### src/design/id_rom_pkg.sv
// package: indices, field layout, bus carriers and state for the id rom
//
// Summary of operation
// - byte 128 module type, zero when unspecified
// - byte 129 bits 7-6 power class code
// - byte 129 bits 5/4 transmit/receive clock recovery
// - byte 129 refclk, page 02, launch; bit 0 reserved
// - byte 130 required supply flags; bits 2-0 reserved
// - byte 131 maximum case temperature, one degree
// - byte 132 minimum signal rate, 100 Mb/s units
// - byte 133 maximum signal rate, 100 Mb/s units
// - bytes 134-135 wavelength, value over 20 nm
// - bytes 136-137 tolerance, value over 200 nm
// - byte 138 status flags provided; bits 1-0 reserved
// - byte 138 squelch bit, alarm-and-warning bit
// - byte 139 transmit bias and power monitors
// - byte 139 per-channel receive monitor, average reporting
// - byte 139 temperature and elapsed time monitors
// - byte 140 error rate, supply, cooler monitors
// - id bytes appear on upper page zero
package id_rom_pkg;
    // ==========================================================
    // bus geometry
    localparam int ADDR_W = 12;
    localparam int DATA_W = 32;
    localparam int IDX_W = 10;
    // ==========================================================
    // register indices, byte address is four times the index
    localparam logic [IDX_W-1:0] IDX_MODULE_TYPE = 10'h080;
    localparam logic [IDX_W-1:0] IDX_MODULE_DESC = 10'h081;
    localparam logic [IDX_W-1:0] IDX_SUPPLIES = 10'h082;
    localparam logic [IDX_W-1:0] IDX_MAX_CASE_TEMP = 10'h083;
    localparam logic [IDX_W-1:0] IDX_MIN_RATE = 10'h084;
    localparam logic [IDX_W-1:0] IDX_MAX_RATE = 10'h085;
    localparam logic [IDX_W-1:0] IDX_WAVELENGTH = 10'h086;
    localparam logic [IDX_W-1:0] IDX_WL_TOLERANCE = 10'h088;
    localparam logic [IDX_W-1:0] IDX_FLAGS = 10'h08a;
    localparam logic [IDX_W-1:0] IDX_MONITORS_A = 10'h08b;
    localparam logic [IDX_W-1:0] IDX_MONITORS_B = 10'h08c;
    localparam logic [IDX_W-1:0] IDX_ACCESS_STATUS = 10'h07e;
    localparam logic [IDX_W-1:0] IDX_PAGE_SELECT = 10'h07f;
    localparam logic [7:0] ID_PAGE = 8'h00;
    // ==========================================================
    // field positions
    localparam int PWR_MSB = 7;
    localparam int PWR_LSB = 6;
    localparam int TX_CDR_BIT = 5;
    localparam int RX_CDR_BIT = 4;
    localparam int REFCLK_BIT = 3;
    localparam int PAGE2_BIT = 2;
    localparam int LAUNCH_BIT = 1;
    localparam int DESC_RSVD_BIT = 0;
    localparam int SUP_MSB = 7;
    localparam int SUP_LSB = 3;
    localparam int SUP_RSVD_MSB = 2;
    localparam int FLG_MSB = 7;
    localparam int FLG_LSB = 4;
    localparam int SQUELCH_BIT = 3;
    localparam int ALARM_WARN_BIT = 2;
    localparam int FLG_RSVD_MSB = 1;
    localparam int TX_BIAS_BIT = 7;
    localparam int OUT_PWR_BIT = 6;
    localparam int PER_CH_BIT = 5;
    localparam int AVG_PWR_BIT = 4;
    localparam int TEMP_MSB = 3;
    localparam int BER_BIT = 7;
    localparam int VMON_MSB = 6;
    localparam int VMON_LSB = 3;
    localparam int COOLER_BIT = 2;
    localparam int MONB_RSVD_MSB = 1;
    localparam int STAT_IGN_WR_BIT = 0;
    localparam int STAT_BAD_ADDR_BIT = 1;
    // ==========================================================
    // response codes
    localparam logic [1:0] RESP_OKAY = 2'h0;
    localparam logic [1:0] RESP_SLVERR = 2'h2;
    localparam logic [1:0] RESP_DECERR = 2'h3;
    // ==========================================================
    // carriers and state
    typedef enum logic {WR_COLLECT = 1'b0, WR_RESP = 1'b1} wr_state_t;
    typedef enum logic {RD_IDLE = 1'b0, RD_RESP = 1'b1} rd_state_t;
    typedef struct packed {
        logic awvalid;
        logic [ADDR_W-1:0] awaddr;
        logic [2:0] awprot;
        logic wvalid;
        logic [DATA_W-1:0] wdata;
        logic [3:0] wstrb;
        logic bready;
        logic arvalid;
        logic [ADDR_W-1:0] araddr;
        logic [2:0] arprot;
        logic rready;
    } axil_req_t;
    typedef struct packed {
        logic awready;
        logic wready;
        logic bvalid;
        logic [1:0] bresp;
        logic arready;
        logic rvalid;
        logic [DATA_W-1:0] rdata;
        logic [1:0] rresp;
    } axil_rsp_t;
    typedef struct packed {
        wr_state_t wst;
        logic aw_held;
        logic [ADDR_W-1:0] awaddr;
        logic w_held;
        logic [DATA_W-1:0] wdata;
        logic [3:0] wstrb;
        logic [1:0] bresp;
        rd_state_t rst;
        logic [DATA_W-1:0] rdata;
        logic [1:0] rresp;
        logic [7:0] page_sel;
        logic ign_wr;
        logic bad_addr;
    } state_t;
    // all zero: idle channels, page zero, flags clear
    localparam state_t STATE_RESET = '0;
endpackage : id_rom_pkg

### src/design/module_id_capability_rom.sv
// file: identification and capability bytes behind an axi4-lite slave
`timescale 1ns/10ps
`default_nettype none
module module_id_capability_rom #(
    parameter logic [7:0] MODULE_TYPE = 8'h00, // type code
    parameter logic [1:0] POWER_CLASS = 2'h0, // power class code
    parameter logic TX_CDR = 1'b0, // transmit recovery fitted
    parameter logic RX_CDR = 1'b0, // receive recovery fitted
    parameter logic REF_CLK_REQ = 1'b0, // reference clock needed
    parameter logic PAGE2 = 1'b0, // page 02 exists
    parameter logic CTRL_LAUNCH = 1'b0, // controlled launch
    parameter logic [4:0] SUPPLIES = 5'h00, // 3.3, 2.5, 1.8, vo, var
    parameter logic [7:0] MAX_CASE_TEMP = 8'h00, // degrees
    parameter logic [7:0] MIN_RATE = 8'h00, // 100 mb/s units
    parameter logic [7:0] MAX_RATE = 8'h00, // 100 mb/s units
    parameter logic [15:0] WAVELENGTH = 16'h0000, // nm times 20
    parameter logic [15:0] WL_TOLERANCE = 16'h0000, // nm times 200
    parameter logic [3:0] FLAGS_PROVIDED = 4'h0, // fault, losses, lock
    parameter logic SQUELCH_ON_LOSS = 1'b0, // squelch on loss
    parameter logic ALARM_AND_WARNING = 1'b0, // warnings as well
    parameter logic TX_BIAS_MON = 1'b0, // bias monitor
    parameter logic OUTPUT_POWER_MONITOR = 1'b0, // tx power
    parameter logic PER_CHANNEL_RX_MON = 1'b0, // per channel
    parameter logic AVG_POWER_REPORT = 1'b0, // average, not amplitude
    parameter logic [3:0] TEMP_MONITORS = 4'h0, // case, int, peak, time
    parameter logic BIT_ERROR_RATE_MON = 1'b0, // error rate
    parameter logic [3:0] SUPPLY_MONITORS = 4'h0, // internal rails
    parameter logic COOLER_CURRENT_MON = 1'b0 // cooler current
) (
    input wire logic aclk, // bus clock, 200 mhz
    input wire logic aresetn, // synchronous reset, low
    input wire id_rom_pkg::axil_req_t s_req, // master channels
    output var id_rom_pkg::axil_rsp_t s_rsp // slave channels
);
    import id_rom_pkg::*;

    // ==========================================================
    // content bytes, fixed at build time
    localparam logic [7:0] DESC_BYTE = {POWER_CLASS, TX_CDR, RX_CDR,
        REF_CLK_REQ, PAGE2, CTRL_LAUNCH, 1'b0};
    localparam logic [7:0] SUP_BYTE = {SUPPLIES, 3'h0};
    localparam logic [7:0] FLG_BYTE = {FLAGS_PROVIDED, SQUELCH_ON_LOSS,
        ALARM_AND_WARNING, 2'h0};
    localparam logic [7:0] MONA_BYTE = {TX_BIAS_MON,
        OUTPUT_POWER_MONITOR, PER_CHANNEL_RX_MON, AVG_POWER_REPORT,
        TEMP_MONITORS};
    localparam logic [7:0] MONB_BYTE = {BIT_ERROR_RATE_MON,
        SUPPLY_MONITORS, COOLER_CURRENT_MON, 2'h0};
    localparam int N_ID = 11;

    state_t st_ff;
    state_t nxt_ff;
    logic [N_ID-1:0][IDX_W-1:0] id_keys;
    logic [N_ID-1:0][15:0] id_vals;
    logic aw_fire;
    logic w_fire;
    logic ar_fire;
    logic wr_commit;
    logic [ADDR_W-1:0] wr_addr;
    logic [DATA_W-1:0] wr_data;
    logic [3:0] wr_strb;
    logic [IDX_W-1:0] wr_key;
    logic [IDX_W-1:0] rd_key;
    logic wr_id_hit;
    logic rd_id_hit;
    logic [15:0] rd_val;
    logic rd_miss;

    // ==========================================================
    // table, one entry per identification register
    assign id_keys = {IDX_MONITORS_B, IDX_MONITORS_A, IDX_FLAGS,
        IDX_WL_TOLERANCE, IDX_WAVELENGTH, IDX_MAX_RATE, IDX_MIN_RATE,
        IDX_MAX_CASE_TEMP, IDX_SUPPLIES, IDX_MODULE_DESC,
        IDX_MODULE_TYPE};
    assign id_vals = {
        {8'h00, MONB_BYTE},
        {8'h00, MONA_BYTE},
        {8'h00, FLG_BYTE},
        WL_TOLERANCE,
        WAVELENGTH,
        {8'h00, MAX_RATE},
        {8'h00, MIN_RATE},
        {8'h00, MAX_CASE_TEMP},
        {8'h00, SUP_BYTE},
        {8'h00, DESC_BYTE},
        {8'h00, MODULE_TYPE}
    };

    // ==========================================================
    // channel handshakes and write operand selection
    assign aw_fire = s_req.awvalid && s_rsp.awready;
    assign w_fire = s_req.wvalid && s_rsp.wready;
    assign ar_fire = s_req.arvalid && s_rsp.arready;
    assign wr_commit = (st_ff.wst == WR_COLLECT) &&
        (st_ff.aw_held || aw_fire) && (st_ff.w_held || w_fire);
    assign wr_addr = st_ff.aw_held ? st_ff.awaddr : s_req.awaddr;
    assign wr_data = st_ff.w_held ? st_ff.wdata : s_req.wdata;
    assign wr_strb = st_ff.w_held ? st_ff.wstrb : s_req.wstrb;
    assign wr_key = wr_addr[ADDR_W-1:2];
    assign rd_key = s_req.araddr[ADDR_W-1:2];
    assign rd_miss = !rd_id_hit && (rd_key != IDX_PAGE_SELECT) &&
        (rd_key != IDX_ACCESS_STATUS);

    // lookup for the read side
    ro_lookup #(.N(N_ID), .KW(IDX_W), .DW(16)) u_rd_lookup (
        .key(rd_key),
        .keys(id_keys),
        .vals(id_vals),
        .hit(rd_id_hit),
        .data(rd_val)
    );

    // lookup for the write side, only the hit is needed
    ro_lookup #(.N(N_ID), .KW(IDX_W), .DW(16)) u_wr_lookup (
        .key(wr_key),
        .keys(id_keys),
        .vals(id_vals),
        .hit(wr_id_hit),
        .data()
    );

    // ==========================================================
    // next state: write path first, read path last so its set wins
    always_comb begin
        nxt_ff = st_ff;
        if (aw_fire) begin
            nxt_ff.aw_held = 1'b1;
            nxt_ff.awaddr = s_req.awaddr;
        end
        if (w_fire) begin
            nxt_ff.w_held = 1'b1;
            nxt_ff.wdata = s_req.wdata;
            nxt_ff.wstrb = s_req.wstrb;
        end
        if (wr_commit) begin
            nxt_ff.wst = WR_RESP;
            nxt_ff.aw_held = 1'b0;
            nxt_ff.w_held = 1'b0;
            nxt_ff.bresp = RESP_OKAY;
            if (wr_id_hit) begin
                nxt_ff.ign_wr = 1'b1;
            end else if (wr_key == IDX_PAGE_SELECT) begin
                if (wr_strb[0]) begin
                    nxt_ff.page_sel = wr_data[7:0];
                end
            end else if (wr_key == IDX_ACCESS_STATUS) begin
                if (wr_strb[0]) begin
                    nxt_ff.ign_wr = st_ff.ign_wr & ~wr_data[STAT_IGN_WR_BIT];
                    nxt_ff.bad_addr = st_ff.bad_addr &
                        ~wr_data[STAT_BAD_ADDR_BIT];
                end
            end else begin
                nxt_ff.bresp = RESP_DECERR;
                nxt_ff.bad_addr = 1'b1;
            end
        end
        if (st_ff.wst == WR_RESP && s_req.bready) begin
            nxt_ff.wst = WR_COLLECT;
        end
        if (ar_fire) begin
            nxt_ff.rst = RD_RESP;
            nxt_ff.rresp = RESP_OKAY;
            nxt_ff.rdata = '0;
            if (rd_id_hit) begin
                if (st_ff.page_sel == ID_PAGE) begin
                    nxt_ff.rdata = {16'h0000, rd_val};
                end else begin
                    nxt_ff.rresp = RESP_SLVERR;
                end
            end else if (rd_key == IDX_PAGE_SELECT) begin
                nxt_ff.rdata = {24'h000000, st_ff.page_sel};
            end else if (rd_key == IDX_ACCESS_STATUS) begin
                nxt_ff.rdata[STAT_IGN_WR_BIT] = st_ff.ign_wr;
                nxt_ff.rdata[STAT_BAD_ADDR_BIT] = st_ff.bad_addr;
            end else begin
                nxt_ff.rresp = RESP_DECERR;
                nxt_ff.bad_addr = 1'b1;
            end
        end
        if (st_ff.rst == RD_RESP && s_req.rready) begin
            nxt_ff.rst = RD_IDLE;
        end
    end

    // state register
    always_ff @(posedge aclk) begin
        if (!aresetn) begin
            st_ff <= STATE_RESET;
        end else begin
            st_ff <= nxt_ff;
        end
    end

    // ==========================================================
    // slave outputs: readies from state, payloads from flops
    always_comb begin
        s_rsp.awready = (st_ff.wst == WR_COLLECT) && !st_ff.aw_held;
        s_rsp.wready = (st_ff.wst == WR_COLLECT) && !st_ff.w_held;
        s_rsp.bvalid = (st_ff.wst == WR_RESP);
        s_rsp.bresp = st_ff.bresp;
        s_rsp.arready = (st_ff.rst == RD_IDLE);
        s_rsp.rvalid = (st_ff.rst == RD_RESP);
        s_rsp.rdata = st_ff.rdata;
        s_rsp.rresp = st_ff.rresp;
    end

    // ==========================================================
    // checks on the returned contents and the bus answers
    logic id_rd;
    assign id_rd = ar_fire && rd_id_hit && (st_ff.page_sel == ID_PAGE);

    // unmapped writes answer decode error and raise the status bit
    logic wr_miss;
    assign wr_miss = !wr_id_hit && (wr_key != IDX_PAGE_SELECT) &&
        (wr_key != IDX_ACCESS_STATUS);
endmodule : module_id_capability_rom
`default_nettype wire

### src/design/ro_lookup.sv
// file: keyed lookup of a constant content table
`timescale 1ns/10ps
`default_nettype none
module ro_lookup #(
    parameter int N = 2,
    parameter int KW = 10,
    parameter int DW = 16
) (
    input wire logic [KW-1:0] key, // index asked for
    input wire logic [N-1:0][KW-1:0] keys, // index of each entry
    input wire logic [N-1:0][DW-1:0] vals, // content of each entry
    output logic hit, // key matches an entry
    output logic [DW-1:0] data // content of matching entry
);
    // ==========================================================
    // match the key against every entry
    always_comb begin
        hit = 1'b0;
        data = '0;
        for (int i = 0; i < N; i++) begin
            if (keys[i] == key) begin
                hit = 1'b1;
                data = vals[i];
            end
        end
    end
endmodule : ro_lookup
`default_nettype wire
### config.mk
export PLATFORM = sky130hd
export DESIGN_NAME = module_id_capability_rom
export DESIGN_NICKNAME = d
export VERILOG_FILES = /design/src/design/id_rom_pkg.sv /design/src/design/module_id_capability_rom.sv /design/src/design/ro_lookup.sv
export SDC_FILE = /design/constraint.sdc
export NUM_CORES = 1
export LEC_CHECK = 0
export ABC_AREA = 1
export ABC_CLOCK_PERIOD_IN_PS = 5500
export BUFFER_PORTS_ARGS = -buffer_cell sky130_fd_sc_hd__buf_2
export CAP_MARGIN = 10
export CORE_MARGIN = 1.5
export CORE_UTILIZATION = 30
export DETAILED_ROUTE_END_ITERATION = 8
export PLACE_DENSITY_LB_ADDON = 0.12
export SLEW_MARGIN = 0
export SYNTH_ARGS = -nofsm -noshare
export SYNTH_HDL_FRONTEND = slang
export SYNTH_HIERARCHICAL = 1
export SYNTH_SLANG_ARGS = --single-unit
### constraint.sdc
create_clock -name aclk -period 5.5 [get_ports aclk]
set_clock_uncertainty 0.05 [all_clocks]
set_input_delay 0.55 -clock aclk [delete_from_list [all_inputs] [get_ports aclk]]
set_output_delay 0.55 -clock aclk [all_outputs]
set_load 0.03 [all_outputs]
# == Word-level counts from Yosys, hierarchy flattened ==
# Cells that the tools add are included.
# totals
romBits,0
latch_bits,0
ramBits,0
reg_bits,71
mem_count,0
input_bits,73
# classes
n_eq_ne,27
div,0
bitwise,8
n_mux,46
addsub,0
n_shift,0
reduce_logical,21
multipliers,0
n_lt_le_gt_ge,0
# op_table
operator,n
"8-bit by 10-bit == test with 1-bit output, first input constant",22
"10-bit by 7-bit == test with 1-bit output, second input constant",4
1-bit 2-to-1 mux,32
2-bit 2-to-1 mux,10
12-bit 2-to-1 mux,1
10-bit 2-to-1 mux,1
1-bit logical AND,9
8-bit logical NOT,1
8-bit 2-to-1 mux,1
4-bit AND reduction,2
6-bit 2-to-1 mux,1
1-bit inverter,6
2-bit OR reduction,3
2-bit nonzero test,2
1-bit bitwise AND,2
1-bit logical NOT,2
1-bit logical OR,2
"2-bit by 1-bit != test with 1-bit output, second input constant",1

# == Depth between registers and ports, before layout ==
# depth
word_depth,19
depth_mapped,23
mapped_depth_nobuf,21

# == Hierarchy ==
# Netlist, hierarchy kept.
# by_module_without_submodules
module,cells_each,seq_area_each_um2,instances,area_each_um2
ro_lookup,795,0.0,2,3838.7
module_id_capability_rom,394,1041.0,1,2826.5

# == Least setup slack after synthesis ==
# No wires, ideal clock.
# synth_path
kind,input -> register
from,input port s_req[61] (netlist name)
to,register st_ff[2] (netlist name)
setup_time_ns,0.113
path_stages,18
arrival_time_ns,2.582
slack_ns,2.755
cell_sequence,o21ai_1 > inv_1 > buf_6 > buf_8 > or2_0 > a21oi_1 > nand2_1 > nor2_2 > nand2_2 > nand2_4 > buf_6 > nor4_1 > nand2_1 > clkinv_1 > nand4_4 > nor2_8 > nor2_1 > nor2_1
# synth_between
elab_chain_cells,15
word_cells_on_any_way,26
cone_classes,12 x eq/ne; 12 x mux; 1 x bitwise; 1 x reduce/logical
# synth_rtl
item,line_no,rtl
"start, declared",module_id_capability_rom.sv:32,"input wire id_rom_pkg::axil_req_t s_req,"
12-bit 2-to-1 mux (*),module_id_capability_rom.sv:96,assign wr_addr = st_ff.aw_held ? st_ff.awaddr : s_req.awaddr;
via wr_addr[3],module_id_capability_rom.sv:59,logic [ADDR_W-1:0] wr_addr;
8-bit by 10-bit == test with 1-bit output,ro_lookup.sv:21,if (keys[i] == key) begin
1-bit 2-to-1 mux (10 in a row),ro_lookup.sv:21,
1-bit 2-to-1 mux (*),ro_lookup.sv:21,
via wr_id_hit,module_id_capability_rom.sv:64,logic wr_id_hit;
1-bit inverter (no source line) (*),-,
4-bit AND reduction (no source line) (*),-,
"end signal, assigned",module_id_capability_rom.sv:190,st_ff <= nxt_ff;
"end, declared",module_id_capability_rom.sv:51,state_t st_ff;
# Mark *: on every way through the listed nets, which the timed path passes. The rest lies on a longest branch.
# A chain may end at the register's enable or synchronous reset.

# == Worst setup path in the final report ==
# layout_path
from,register st_ff[96] (netlist name)
to,register st_ff[3] (netlist name)
# layout_between
elab_chain_cells,15
word_cells_on_any_way,32
cone_classes,12 x eq/ne; 12 x mux; 1 x bitwise; 7 x reduce/logical
# layout_rtl
item,line_no
12-bit 2-to-1 mux (*),module_id_capability_rom.sv:96
via wr_addr[11],module_id_capability_rom.sv:59
8-bit by 10-bit == test with 1-bit output,ro_lookup.sv:21
1-bit 2-to-1 mux (10 in a row),ro_lookup.sv:21
1-bit 2-to-1 mux (*),ro_lookup.sv:21
via wr_id_hit,module_id_capability_rom.sv:64
1-bit inverter (no source line) (*),-
4-bit AND reduction (no source line) (*),-
# Marked as above.

==> run metrics <==
GPL Wtd Cong=0.758; RSZ-0062 raised after global routing=false; Initial Utilization=a little under a third; most common cell after layout, fill and taps aside=conb_1; die area=between 20000 and 30000 µm²; GRT Overall Usage=14.7%; # Max-Cap Violations=0; Core ar.=~28000 µm²; Hold Worst Slack=between 300 and 400 ps; post-synthesis cell area=around 8500 µm²; Peak VDD IR=between 0.1 and 0.15 mV; diodes inserted=0; Row Count=between 60 and 70; post-CTS sizing=0; most frequent CP cell=nor2_1; Finished Cell Area=10600 µm²; Fmax=~300 MHz; Initial DRC Count=between 300 and 400; CTS Buf Count=5; Slew Limit Fails=0; H-tree Lvls=2; r2r startpoint=st_ff[96]$_SDFFE_PP0P_; Detailed Place HPWL=16500 µm; Port Buffers=60; Crit path largest cell delay=around 640 ps; DRT Pass-1 Iters=4; PD cells=137 nW/µm²; crit path to=st_ff[3]$_SDFFE_PN0P_; pre-CTS WS=1750 ps; Final Hold Fails=0; Post-Place Cells=roughly 2400; setup violators final=0; Clk pin slew, worst setup/hold paths=70 ps; grt met3 use=~1.1%; vias in the first global route=between 7000 and 8000; worst path required time=around 5700 ps; I/O pin count=between 100 and 150; worst skew pair latency=a little under 300 ps; Crit. End Element=flip-flop; TritonCTS clock tree=built; crit path max fanout=14; reg-to-reg endpoint=st_ff[3]$_SDFFE_PN0P_; GR Overflow Total=0; most used routing layer=met2; post-synthesis average cell area=~5.6 µm²; R2R Setup Slk=between 2000 and 2500 ps; routed len/inst=8.84 µm; Layout Cells excl Fill=2361; setup TNS=0 ps; via count=between 8000 and 9000; Routed Wire Length=~21000 µm; outcome=complete, no violations; period utilization=between 60 and 70%; Sink Count=52; dpl cell area=between 10000 and 15000 µm²; Die W=171 µm; leading cell types in the layout, fill and taps excluded=conb_1 (504), nand2_1 (469), nor2_1 (206), inv_1 (148), nand3_1 (102); Die Y=171 µm; R2R depth=17; Critical path origin=st_ff[96]$_SDFFE_PP0P_; first-pass GRT wire length=35400 µm; CTS root buf=clkbuf_16; WP depth=17; # hold bufs at CTS=0; P_leak=5.83 nW; largest net degree at the start of global routing=33; post-route ant nets=0; CP bufs+invs=4; Syn Inst Count=~1500; crit path cell chain=inv_2 -> nand2_1 -> nand2_2 -> inv_1 -> inv_2 -> or2_2 -> nand3_1 -> nor2_1 -> nand2_2 -> nand2_4 -> nor4_1 -> nand2_1 -> clkinv_1 -> nand4_4 -> nor2_8 -> nor2_1 -> nor2_1; Syn. warnings=6; CP Launch Type=flip-flop; layout cell share with drive strength beyond 1=under 10%; met1 Usage GRT=between 10% and 20%; Setup CP Type=flip-flop to flip-flop; drt drc=0; Layout area overhead=24.3%; Setup Fix Bufs, Post-CTS=0; Worst path slowest cell=dfxtp_1; fin nets=2055; Tmin final=between 3000 and 4000 ps; Crit path arrival time=3560 ps; GR Util met2=26.6%; setup ws final=2110 ps; Worst-Margin Slew=1060 ps; relative slew slack=29.2%; DR vias/cell=3.69; clock buffer depth=2; Hold Path Class=primary input to flip-flop; family with the most delay on the worst path=simple AND/OR/NAND/NOR gates; initial antenna violation count=0
report_power, final:
group	switching [mW]	leakage, nW	internal, mW	total, mW
Sequential	0.0264	0.425	0.406	0.433
Combinational	0.458	5.34	0.236	0.694
Clock	0.137	0.0701	0.182	0.318
state kept, by name (all words and copies together) (netlist names):
name / cells
s_rsp: 21
st_ff: 31
per-layer routing:
metal / routed length [µm] / up-vias / part of all wire (%)
met4: 49 / 0 / 0.23
met5: 0 / - / 0
li1: - / 5052 / -
met1: 10400 / 3586 / 50
met3: 389 / 4 / 1.9
met2: 10000 / 66 / 48
worst register-to-register path, delay by kind of cell, from the launching register on:
family	cells	cell delay [ps]
buf+inv	4	930
flops	1	640
simple gates	13	1690
area by class of cell:
| cell class | instances | area [µm²] |
|---|---|---|
| multi-input cells | 1687 | 7930 |
| well taps | 378 | 473 |
| repair buffers | 65 | 338 |
| flip-flops and latches | 52 | 1040 |
| inverters | 171 | 647 |
| clock buffers | 7 | 143 |
| fillers | 3146 | 17300 |
| clock inverters | 1 | 7.51 |
how the worst min path moves through the flow:
stage | from | endpoint | slack, ps | cells after the start
6_report | s_req[17] | s_rsp[38]$_SDFFE_PP0N_ | 380 | 2
5_1_grt | s_req[17] | s_rsp[38]$_SDFFE_PP0N_ | 380 | 2
4_1_cts | s_req[17] | s_rsp[38]$_SDFFE_PP0N_ | 370 | 2
3_5_place_dp | st_ff[95]$_SDFFE_PN0P_ | st_ff[95]$_SDFFE_PN0P_ | 400 | 2
3_3_place_gp | st_ff[86]$_SDFFE_PN0P_ | st_ff[86]$_SDFFE_PN0P_ | 390 | 2
2_1_floorplan | st_ff[93]$_SDFFE_PN0P_ | st_ff[93]$_SDFFE_PN0P_ | 380 | 2
per-stage QoR:
| stage | util (%) | total power [mW] |
|---|---|---|
| 2_1_floorplan | - | 1.07 |
| 3_3_place_gp | 37.4 | 1.13 |
| 3_5_place_dp | 37.4 | 1.14 |
| 4_1_cts | 38.0 | 1.47 |
| 5_1_grt | 38.0 | 1.59 |
| 6_report | 38.0 | 1.45 |
Power figures use the tool's default switching activity.
